**src/rtl/dcam_params.svh**
```systemverilog
// Purpose: Constants of the dual condition alarm monitor.
// Assumes: Byte-wide register access; each 16-bit register is an
//          even/odd byte pair, low byte at the even address.
// Notes: Function
// Function
// - Two independent alarm channels, own settings each.
// - Rate window equals count times sample period.
// - Threshold bit 15 picks greater or less.
// - Threshold bits 13:0 level, bit 14 ignored.
// - Sample count low byte; zero and one mean one.
// - Alarm 2 source code in control bits 15:12.
// - Alarm 1 source code, bits 11:8, same encoding.
// - Bits 7 and 6 select rate-of-change mode.
// - Bit 4 selects filtered data for both channels.
// - Bit 2 enables the alarm output.
// - Bit 1 sets output polarity, high when set.
// - Bit 0 routes alarm to line two.
// - Alarm registers reset to zero, output off.
// - Static mode: value beyond threshold in direction.
// - Rate mode: change beyond threshold within window.
`ifndef DCAM_PARAMS_SVH
`define DCAM_PARAMS_SVH

`define DCAM_ADDR_W 7
`define DCAM_ADDR_THR1 7'h26
`define DCAM_ADDR_THR2 7'h28
`define DCAM_ADDR_SMP1 7'h2a
`define DCAM_ADDR_SMP2 7'h2c
`define DCAM_ADDR_CTRL 7'h2e

`define DCAM_RESET_VAL 16'h0000

`define DCAM_THR_POL_BIT 15
`define DCAM_THR_LVL_MSB 13
`define DCAM_SMP_MSB 7
`define DCAM_CTRL_SRC2_MSB 15
`define DCAM_CTRL_SRC2_LSB 12
`define DCAM_CTRL_SRC1_MSB 11
`define DCAM_CTRL_SRC1_LSB 8
`define DCAM_CTRL_RATE2_BIT 7
`define DCAM_CTRL_RATE1_BIT 6
`define DCAM_CTRL_FILT_BIT 4
`define DCAM_CTRL_OE_BIT 2
`define DCAM_CTRL_POL_BIT 1
`define DCAM_CTRL_LINE_BIT 0

`define DCAM_NUM_SRC 11
`define DCAM_SRC_W 16

`endif

```
**src/rtl/dcam_pkg.sv**
```systemverilog
// Purpose: Types of the dual condition alarm monitor.
// Assumes: Constants come from dcam_params.svh.
// Notes: The whole block state is one packed struct.
package dcam_pkg;

    typedef enum logic [3:0] {
        DCAM_SRC_OFF = 4'h0,
        DCAM_SRC_SUPPLY = 4'h1,
        DCAM_SRC_GYRO_X = 4'h2,
        DCAM_SRC_GYRO_Y = 4'h3,
        DCAM_SRC_GYRO_Z = 4'h4,
        DCAM_SRC_ACCEL_X = 4'h5,
        DCAM_SRC_ACCEL_Y = 4'h6,
        DCAM_SRC_ACCEL_Z = 4'h7,
        DCAM_SRC_TEMP_X = 4'h8,
        DCAM_SRC_TEMP_Y = 4'h9,
        DCAM_SRC_TEMP_Z = 4'ha,
        DCAM_SRC_AUX = 4'hb
    } dcam_src_t;

    typedef struct packed {
        logic [15:0] thr1;
        logic [15:0] thr2;
        logic [15:0] smp1;
        logic [15:0] smp2;
        logic [15:0] ctrl;
        logic [1:0][16:0] ref_val;
        logic [1:0] ref_ok;
        logic [1:0][7:0] cnt;
        logic [1:0] cond;
        logic line_one;
        logic line_one_en;
        logic line_two;
        logic line_two_en;
        logic [7:0] rdata;
    } dcam_state_t;

endpackage

```
**src/rtl/dcam_alarm_monitor.sv**
```systemverilog
// Purpose: Two condition alarms driving a general-purpose line.
// Assumes: Sources are refreshed on i_sample_tick, one pulse per
//          sample period; the serial port is decoded upstream into
//          byte reads and writes.
// Notes: Rate mode measures change from a reference taken at the
//        start of each window, not a sliding window, to avoid
//        storing up to 255 samples per channel.
`timescale 1ns/10ps
`include "dcam_params.svh"

module dcam_alarm_monitor #(
    parameter int SRC_W = `DCAM_SRC_W,
    parameter int NUM_SRC = `DCAM_NUM_SRC
) (
    // Clock and reset
    input wire logic i_clk_sys,
    input wire logic i_rst,
    // Register byte port
    input wire logic i_reg_wr,
    input wire logic i_reg_rd,
    input wire logic [`DCAM_ADDR_W-1:0] i_reg_addr,
    input wire logic [7:0] i_reg_wdata,
    output logic [7:0] o_reg_rdata,
    // Measurement sources
    input wire logic i_sample_tick,
    input wire logic [NUM_SRC*SRC_W-1:0] i_src_raw,
    input wire logic [NUM_SRC*SRC_W-1:0] i_src_filt,
    // Alarm lines
    output logic o_line_one,
    output logic o_line_one_en,
    output logic o_line_two,
    output logic o_line_two_en,
    output logic o_alarm1_active,
    output logic o_alarm2_active
);
    import dcam_pkg::*;

    generate
        if (SRC_W != `DCAM_SRC_W || NUM_SRC != `DCAM_NUM_SRC) begin : g_chk
            $error("Source width and count must match the encoding.");
        end
    endgenerate

    dcam_state_t s_q;
    dcam_state_t s_d;

    // Bring a source word to a common signed 17-bit form.
    function automatic logic [16:0] fetch_src(
        input logic [3:0] code,
        input logic use_filt,
        input logic [NUM_SRC*SRC_W-1:0] raw,
        input logic [NUM_SRC*SRC_W-1:0] filt
    );
        logic [SRC_W-1:0] w;
        logic [13:0] v;
        w = '0;
        for (int k = 0; k < NUM_SRC; k++) begin
            if (code == 4'(k + 1)) begin
                w = use_filt ? filt[k*SRC_W +: SRC_W] : raw[k*SRC_W +: SRC_W];
            end
        end
        v = w[13:0];
        if (code >= DCAM_SRC_GYRO_X && code <= DCAM_SRC_TEMP_Z) begin
            fetch_src = {{3{v[13]}}, v};
        end else begin
            fetch_src = {3'h0, v};
        end
    endfunction

    // Threshold level in the same form as its source.
    function automatic logic [16:0] fetch_thr(
        input logic [3:0] code,
        input logic [15:0] thr
    );
        logic [13:0] v;
        v = thr[`DCAM_THR_LVL_MSB:0];
        if (code >= DCAM_SRC_GYRO_X && code <= DCAM_SRC_TEMP_Z) begin
            fetch_thr = {{3{v[13]}}, v};
        end else begin
            fetch_thr = {3'h0, v};
        end
    endfunction

    logic [1:0][3:0] src_code;
    logic [1:0] rate_mode;
    logic [1:0][15:0] thr_reg;
    logic [1:0][15:0] smp_reg;

    always_comb begin
        src_code[1] = s_q.ctrl[`DCAM_CTRL_SRC2_MSB:`DCAM_CTRL_SRC2_LSB];
        src_code[0] = s_q.ctrl[`DCAM_CTRL_SRC1_MSB:`DCAM_CTRL_SRC1_LSB];
        rate_mode[1] = s_q.ctrl[`DCAM_CTRL_RATE2_BIT];
        rate_mode[0] = s_q.ctrl[`DCAM_CTRL_RATE1_BIT];
        thr_reg[0] = s_q.thr1;
        thr_reg[1] = s_q.thr2;
        smp_reg[0] = s_q.smp1;
        smp_reg[1] = s_q.smp2;
    end

    always_comb begin
        logic [16:0] cur;
        logic [16:0] lvl;
        logic [16:0] cmp;
        logic [7:0] win;
        logic hit;
        logic any;
        logic act;
        cur = '0;
        lvl = '0;
        cmp = '0;
        win = '0;
        hit = 1'b0;
        any = 1'b0;
        act = 1'b0;
        s_d = s_q;

        // Byte writes land in the matching half of a register.
        if (i_reg_wr) begin
            case (i_reg_addr)
                `DCAM_ADDR_THR1: s_d.thr1[7:0] = i_reg_wdata;
                `DCAM_ADDR_THR1 + 7'h01: s_d.thr1[15:8] = i_reg_wdata;
                `DCAM_ADDR_THR2: s_d.thr2[7:0] = i_reg_wdata;
                `DCAM_ADDR_THR2 + 7'h01: s_d.thr2[15:8] = i_reg_wdata;
                `DCAM_ADDR_SMP1: s_d.smp1[7:0] = i_reg_wdata;
                `DCAM_ADDR_SMP1 + 7'h01: s_d.smp1[15:8] = i_reg_wdata;
                `DCAM_ADDR_SMP2: s_d.smp2[7:0] = i_reg_wdata;
                `DCAM_ADDR_SMP2 + 7'h01: s_d.smp2[15:8] = i_reg_wdata;
                `DCAM_ADDR_CTRL: s_d.ctrl[7:0] = i_reg_wdata;
                `DCAM_ADDR_CTRL + 7'h01: s_d.ctrl[15:8] = i_reg_wdata;
                default: ;
            endcase
        end

        // Unmapped byte addresses read as zero.
        if (i_reg_rd) begin
            case (i_reg_addr)
                `DCAM_ADDR_THR1: s_d.rdata = s_q.thr1[7:0];
                `DCAM_ADDR_THR1 + 7'h01: s_d.rdata = s_q.thr1[15:8];
                `DCAM_ADDR_THR2: s_d.rdata = s_q.thr2[7:0];
                `DCAM_ADDR_THR2 + 7'h01: s_d.rdata = s_q.thr2[15:8];
                `DCAM_ADDR_SMP1: s_d.rdata = s_q.smp1[7:0];
                `DCAM_ADDR_SMP1 + 7'h01: s_d.rdata = s_q.smp1[15:8];
                `DCAM_ADDR_SMP2: s_d.rdata = s_q.smp2[7:0];
                `DCAM_ADDR_SMP2 + 7'h01: s_d.rdata = s_q.smp2[15:8];
                `DCAM_ADDR_CTRL: s_d.rdata = s_q.ctrl[7:0];
                `DCAM_ADDR_CTRL + 7'h01: s_d.rdata = s_q.ctrl[15:8];
                default: s_d.rdata = 8'h00;
            endcase
        end

        // Each channel is evaluated once per sample on its own settings.
        for (int c = 0; c < 2; c++) begin
            cur = fetch_src(src_code[c], s_q.ctrl[`DCAM_CTRL_FILT_BIT],
                i_src_raw, i_src_filt);
            lvl = fetch_thr(src_code[c], thr_reg[c]);
            win = (smp_reg[c][`DCAM_SMP_MSB:0] == 8'h00) ? 8'h01
                : smp_reg[c][`DCAM_SMP_MSB:0];
            if (src_code[c] == DCAM_SRC_OFF || src_code[c] > DCAM_SRC_AUX) begin
                s_d.cond[c] = 1'b0;
                s_d.ref_ok[c] = 1'b0;
                s_d.cnt[c] = 8'h00;
            end else if (i_sample_tick) begin
                cmp = rate_mode[c] ? 17'(cur - s_q.ref_val[c]) : cur;
                if (thr_reg[c][`DCAM_THR_POL_BIT]) begin
                    hit = $signed(cmp) > $signed(lvl);
                end else begin
                    hit = $signed(cmp) < $signed(lvl);
                end
                // A rate check needs one reference sample first.
                s_d.cond[c] = hit && (!rate_mode[c] || s_q.ref_ok[c]);
                if (!s_q.ref_ok[c] || 8'(s_q.cnt[c] + 8'h01) >= win) begin
                    s_d.ref_val[c] = cur;
                    s_d.ref_ok[c] = 1'b1;
                    s_d.cnt[c] = 8'h00;
                end else begin
                    s_d.cnt[c] = 8'(s_q.cnt[c] + 8'h01);
                end
            end
        end

        any = s_q.cond[0] | s_q.cond[1];
        act = s_q.ctrl[`DCAM_CTRL_POL_BIT] ? any : ~any;
        if (s_q.ctrl[`DCAM_CTRL_OE_BIT]) begin
            s_d.line_two_en = s_q.ctrl[`DCAM_CTRL_LINE_BIT];
            s_d.line_one_en = ~s_q.ctrl[`DCAM_CTRL_LINE_BIT];
            s_d.line_two = s_q.ctrl[`DCAM_CTRL_LINE_BIT] & act;
            s_d.line_one = ~s_q.ctrl[`DCAM_CTRL_LINE_BIT] & act;
        end else begin
            s_d.line_one_en = 1'b0;
            s_d.line_two_en = 1'b0;
            s_d.line_one = 1'b0;
            s_d.line_two = 1'b0;
        end
    end

    always_ff @(posedge i_clk_sys) begin
        if (i_rst) begin
            s_q <= '0;
            s_q.thr1 <= `DCAM_RESET_VAL;
            s_q.thr2 <= `DCAM_RESET_VAL;
            s_q.smp1 <= `DCAM_RESET_VAL;
            s_q.smp2 <= `DCAM_RESET_VAL;
            s_q.ctrl <= `DCAM_RESET_VAL;
        end else begin
            s_q <= s_d;
        end
    end

    assign o_reg_rdata = s_q.rdata;
    assign o_line_one = s_q.line_one;
    assign o_line_one_en = s_q.line_one_en;
    assign o_line_two = s_q.line_two;
    assign o_line_two_en = s_q.line_two_en;
    assign o_alarm1_active = s_q.cond[0];
    assign o_alarm2_active = s_q.cond[1];

endmodule

```
**config.mk**
```make
export PLATFORM = sky130hd
export DESIGN_NAME = dcam_alarm_monitor
export DESIGN_NICKNAME = d
export VERILOG_FILES = /design/src/rtl/dcam_pkg.sv /design/src/rtl/dcam_alarm_monitor.sv
export VERILOG_INCLUDE_DIRS = /design/src /design/src/rtl
export SDC_FILE = /design/constraint.sdc
export NUM_CORES = 1
export LEC_CHECK = 0
export ABC_AREA = 1
export BUFFER_PORTS_ARGS = -buffer_cell sky130_fd_sc_hd__buf_2
export CELL_PAD_IN_SITES_DETAIL_PLACEMENT = 1
export CELL_PAD_IN_SITES_GLOBAL_PLACEMENT = 2
export CORE_UTILIZATION = 29
export CTS_BUF_LIST = sky130_fd_sc_hd__clkbuf_16
export DETAILED_ROUTE_END_ITERATION = 6
export PLACE_DENSITY = 0.88
export SETUP_SLACK_MARGIN = 0.5
export SYNTH_ARGS = -nofsm -noshare
export SYNTH_HDL_FRONTEND = slang
export SYNTH_SLANG_ARGS = --single-unit
```
**constraint.sdc**
```tcl
create_clock -name i_clk_sys -period 9.7 [get_ports i_clk_sys]
set_clock_uncertainty 0.15 [all_clocks]
set_input_delay 0.485 -clock i_clk_sys [delete_from_list [all_inputs] [get_ports i_clk_sys]]
set_output_delay 0.485 -clock i_clk_sys [all_outputs]
set_load 0.02 [all_outputs]
```
==> metrics.md <==
| Metric | Value |
|---|---|
| Setup tns final | 0 ns |
| Mean Syn Cell Area | 5.86 µm² |
| Cell Area, Synth | 13300 µm² |
| Max VDD drop | 0.114 mV |
| Met1 Use GR | 33.9% |
| Worst setup SP type | register |
| Clock transition at the registers of the reported paths | 0.06 ns |
| Most frequent cells in the layout | nand2_1 (767), buf_2 (341), a21oi_1 (257) |
| Hold Path Class | in2reg |
| Period utilization | 71.1% |
| Synth warn | 0 |
| Max-cap viol count | 0 |
| Post-synth EDFFs | 0 |
| H-tree depth | 4 |
| Total number of vias | 16174 |
| Clock buffer depth | 2 |
| Power Density | 95.5 nW/µm² |
| FF+latch count, synth | 142 |
| Violated checks | DRC |
| Final setup vio count | 0 |
| CP endpoint kind | register |
| Horiz. Die Dim | 216 µm |
| Global-route usage over all layers | 25.9% |
| Prevailing post-synth register cell | dfxtp_1 |
| Maximum clock rate | 145 MHz |
| Met2 Track Usage GR | 42.5% |
| Vias in the first global route | 16676 |
| Pre-CTS setup slack | 3.06 ns |
| CP delay by family, top | simple AND/OR/NAND/NOR gates |
| Drt drc | 1 |
| Count of different cell masters after synthesis | 48 |
| CP Data Required Time | 9.91 ns |
| Antenna-violating nets left | 0 |
| CP max stage cell | dfxtp_4 |
| Commonest non-fill, non-tap cell in the layout | nand2_1 |
| IO buf count | 341 |
| Final Total Pwr | 1520 µW |
| Wirelength, routed | 61400 µm |
| Fraction of layout cells with a size suffix above 1 | 17.5% |
| Initial Util | 29.3% |
| Vias per std cell | 5.14 |
| Die Y | 216 µm |
| Sink Count | 142 |
| Die ar. | 46600 µm² |
| Row count | 78 |
| GP Congestion | 0.965 |
| Global-route wire length before repair | 93600 µm |
| Slew @ Worst Pin | 1.23 ns |
| Largest net degree at the start of global routing | 102 |
| Final Max Slew Viols | 0 |
| Leakage power | 0.00773 µW |
| TritonCTS buffer count | 17 |
| Most frequent cell on the critical path | nand2_1 |
| Synthesized Nets | 2721 |
| Status | complete, but fails checks |
| Final Hold Fails | 0 |
| Average wire per cell in the routed design | 19.5 µm |
| Crit-path max FO | 101 |
| Post-synthesis cell count | 2265 |
| Global Route met3 Usage | 5.07% |
| First-pass detailed-route iteration total | 7 |
| CTS tree | done |
| Post-DP HPWL | 49200 µm |
| CP arrival | 7.11 ns |
| NumNets Final | 2986 |
| RSZ-0062 raised after global routing | false |
| Critical path class | reg2reg |
| Post-CTS Resized | 0 |
| Clock latency on the worst-skew pair | 0.44 ns |
| Sequential area share after synthesis | 21.4% |
| Top Usage Layer GRT | met2 |
| Worst path max stage delay | 0.78 ns |
| # hold bufs at CTS | 0 |
| Clock Tree Root | clkbuf_16 |
| Starting DRT DRC Count | 1019 |
| Initial antenna violation count | 4 |
| Setup Buffers After CTS | 0 |
| Final WS setup | 2.80 ns |
| GRT overflow | 0 |
| Critical path buffers and inverters | 5 |
| Slew HR | 17.7% |
| CORE AREA | 45300 µm² |
| Top Ports | 386 |
| Final min period | 6.90 ns |
| Util after Layout | 35.1% |
| Synth-to-Final Area Change | 19.8% |
| Asr flop ratio synth | 0% |
Yosys cell counts (4+ instances only):
library cell / instances / area (µm²)
nand2_1: 767 / 2880
a21oi_1: 257 / 1290
inv_1: 221 / 830
o21ai_0: 145 / 726
dfxtp_1: 142 / 2840
nor2_1: 141 / 529
nand3_1: 85 / 425
ha_1: 82 / 1030
nand4_1: 65 / 407
clkbuf_1: 41 / 154
mux2i_1: 36 / 360
buf_2: 34 / 170
o22ai_1: 33 / 206
or2_2: 31 / 194
buf_4: 22 / 165
nor3_1: 16 / 80.1
a22oi_1: 14 / 105
inv_2: 12 / 45.0
nor2_2: 12 / 75.1
o21ai_1: 12 / 60.1
xor2_1: 11 / 96.3
buf_1: 10 / 37.5
or2_1: 8 / 50.1
a21o_1: 6 / 45.0
a211oi_1: 5 / 37.5
clkinv_1: 5 / 18.8
a21boi_0: 4 / 30.0
nand2_2: 4 / 25.0
nand3b_1: 4 / 30.0
o211ai_1: 4 / 30.0
o31ai_1: 4 / 30.0
xnor2_1: 4 / 35.0
path summary, 6_finish.rpt:
path	from	to	slack (ns)	cells past startpoint
hold / removal	i_sample_tick	s_q[14]	0.14	2
setup / recovery	s_q[70]	o_alarm1_active	2.80	32
setup reg to reg	s_q[70]	o_alarm1_active	2.80	32
hold reg to reg	s_q[107]	s_q[107]	0.31	2
metrics by stage:
| step | area, µm² | std cells | hold slack (ns) |
|---|---|---|---|
| 2_1_floorplan | 13300 | 2265 | 0.264 |
| 3_3_place_gp | 15300 | 3111 | 0.280 |
| 3_5_place_dp | 15300 | 3111 | 0.299 |
| 4_1_cts | 15900 | 3143 | 0.142 |
| 5_1_grt | 15900 | 3147 | 0.140 |
| 6_report | 15900 | 3147 | 0.142 |
sequential cells by signal, summed over array words and instances, names as in the netlist:
name	cells
o_line_one_en	1
o_line_one	1
o_line_two_en	1
o_reg_rdata	8
s_q	126
o_line_two	1
o_alarm2_active	1
rate_mode	2
o_alarm1_active	1
final cells by class:
cell class	instances	area, µm²
well taps	600	751
clock inverters	15	170
clock buffers	17	425
flip-flops and latches	142	2850
multi-input cells	1778	9010
repair buffers	353	1800
inverters	238	895
diodes	4	10.0
fillers	6223	29400
worst register-to-register path: cells and delay by family (launching register included):
kind                       cells  cell delay [ns]
buffers and inverters          5             1.23
DFF                            1             0.78
adders and majority gates      2             0.58
AOI/OAI and AO/OA              7             1.66
and+or+nand+nor               18             2.43
where the power goes:
part / internal [µW] / switching (µW) / leakage (µW)
combinational: 94.4 / 145 / 0.00629
clock: 404 / 289 / 0.000296
sequential: 585 / 1.78 / 0.00114
total: 1080 / 436 / 0.00773
per-layer routing:
metal / routed length [µm] / part of all wire (%)
met5: 0 / 0
met4: 1740 / 2.8
met3: 3760 / 6.1
met2: 28000 / 46
met1: 27800 / 45
kinds of logic after synthesis:
family	count (synthesis)	share of synthesized area, %
AOI/OAI and AO/OA	499	20.1
xor gates and xnor gates	15	0.989
adders and majority gates	84	8.03
buffers and inverters	345	10.7
DFF	142	21.4
muxes	36	2.71
and+or+nand+nor	1144	36.0
(Power assumes the default switching activity.)
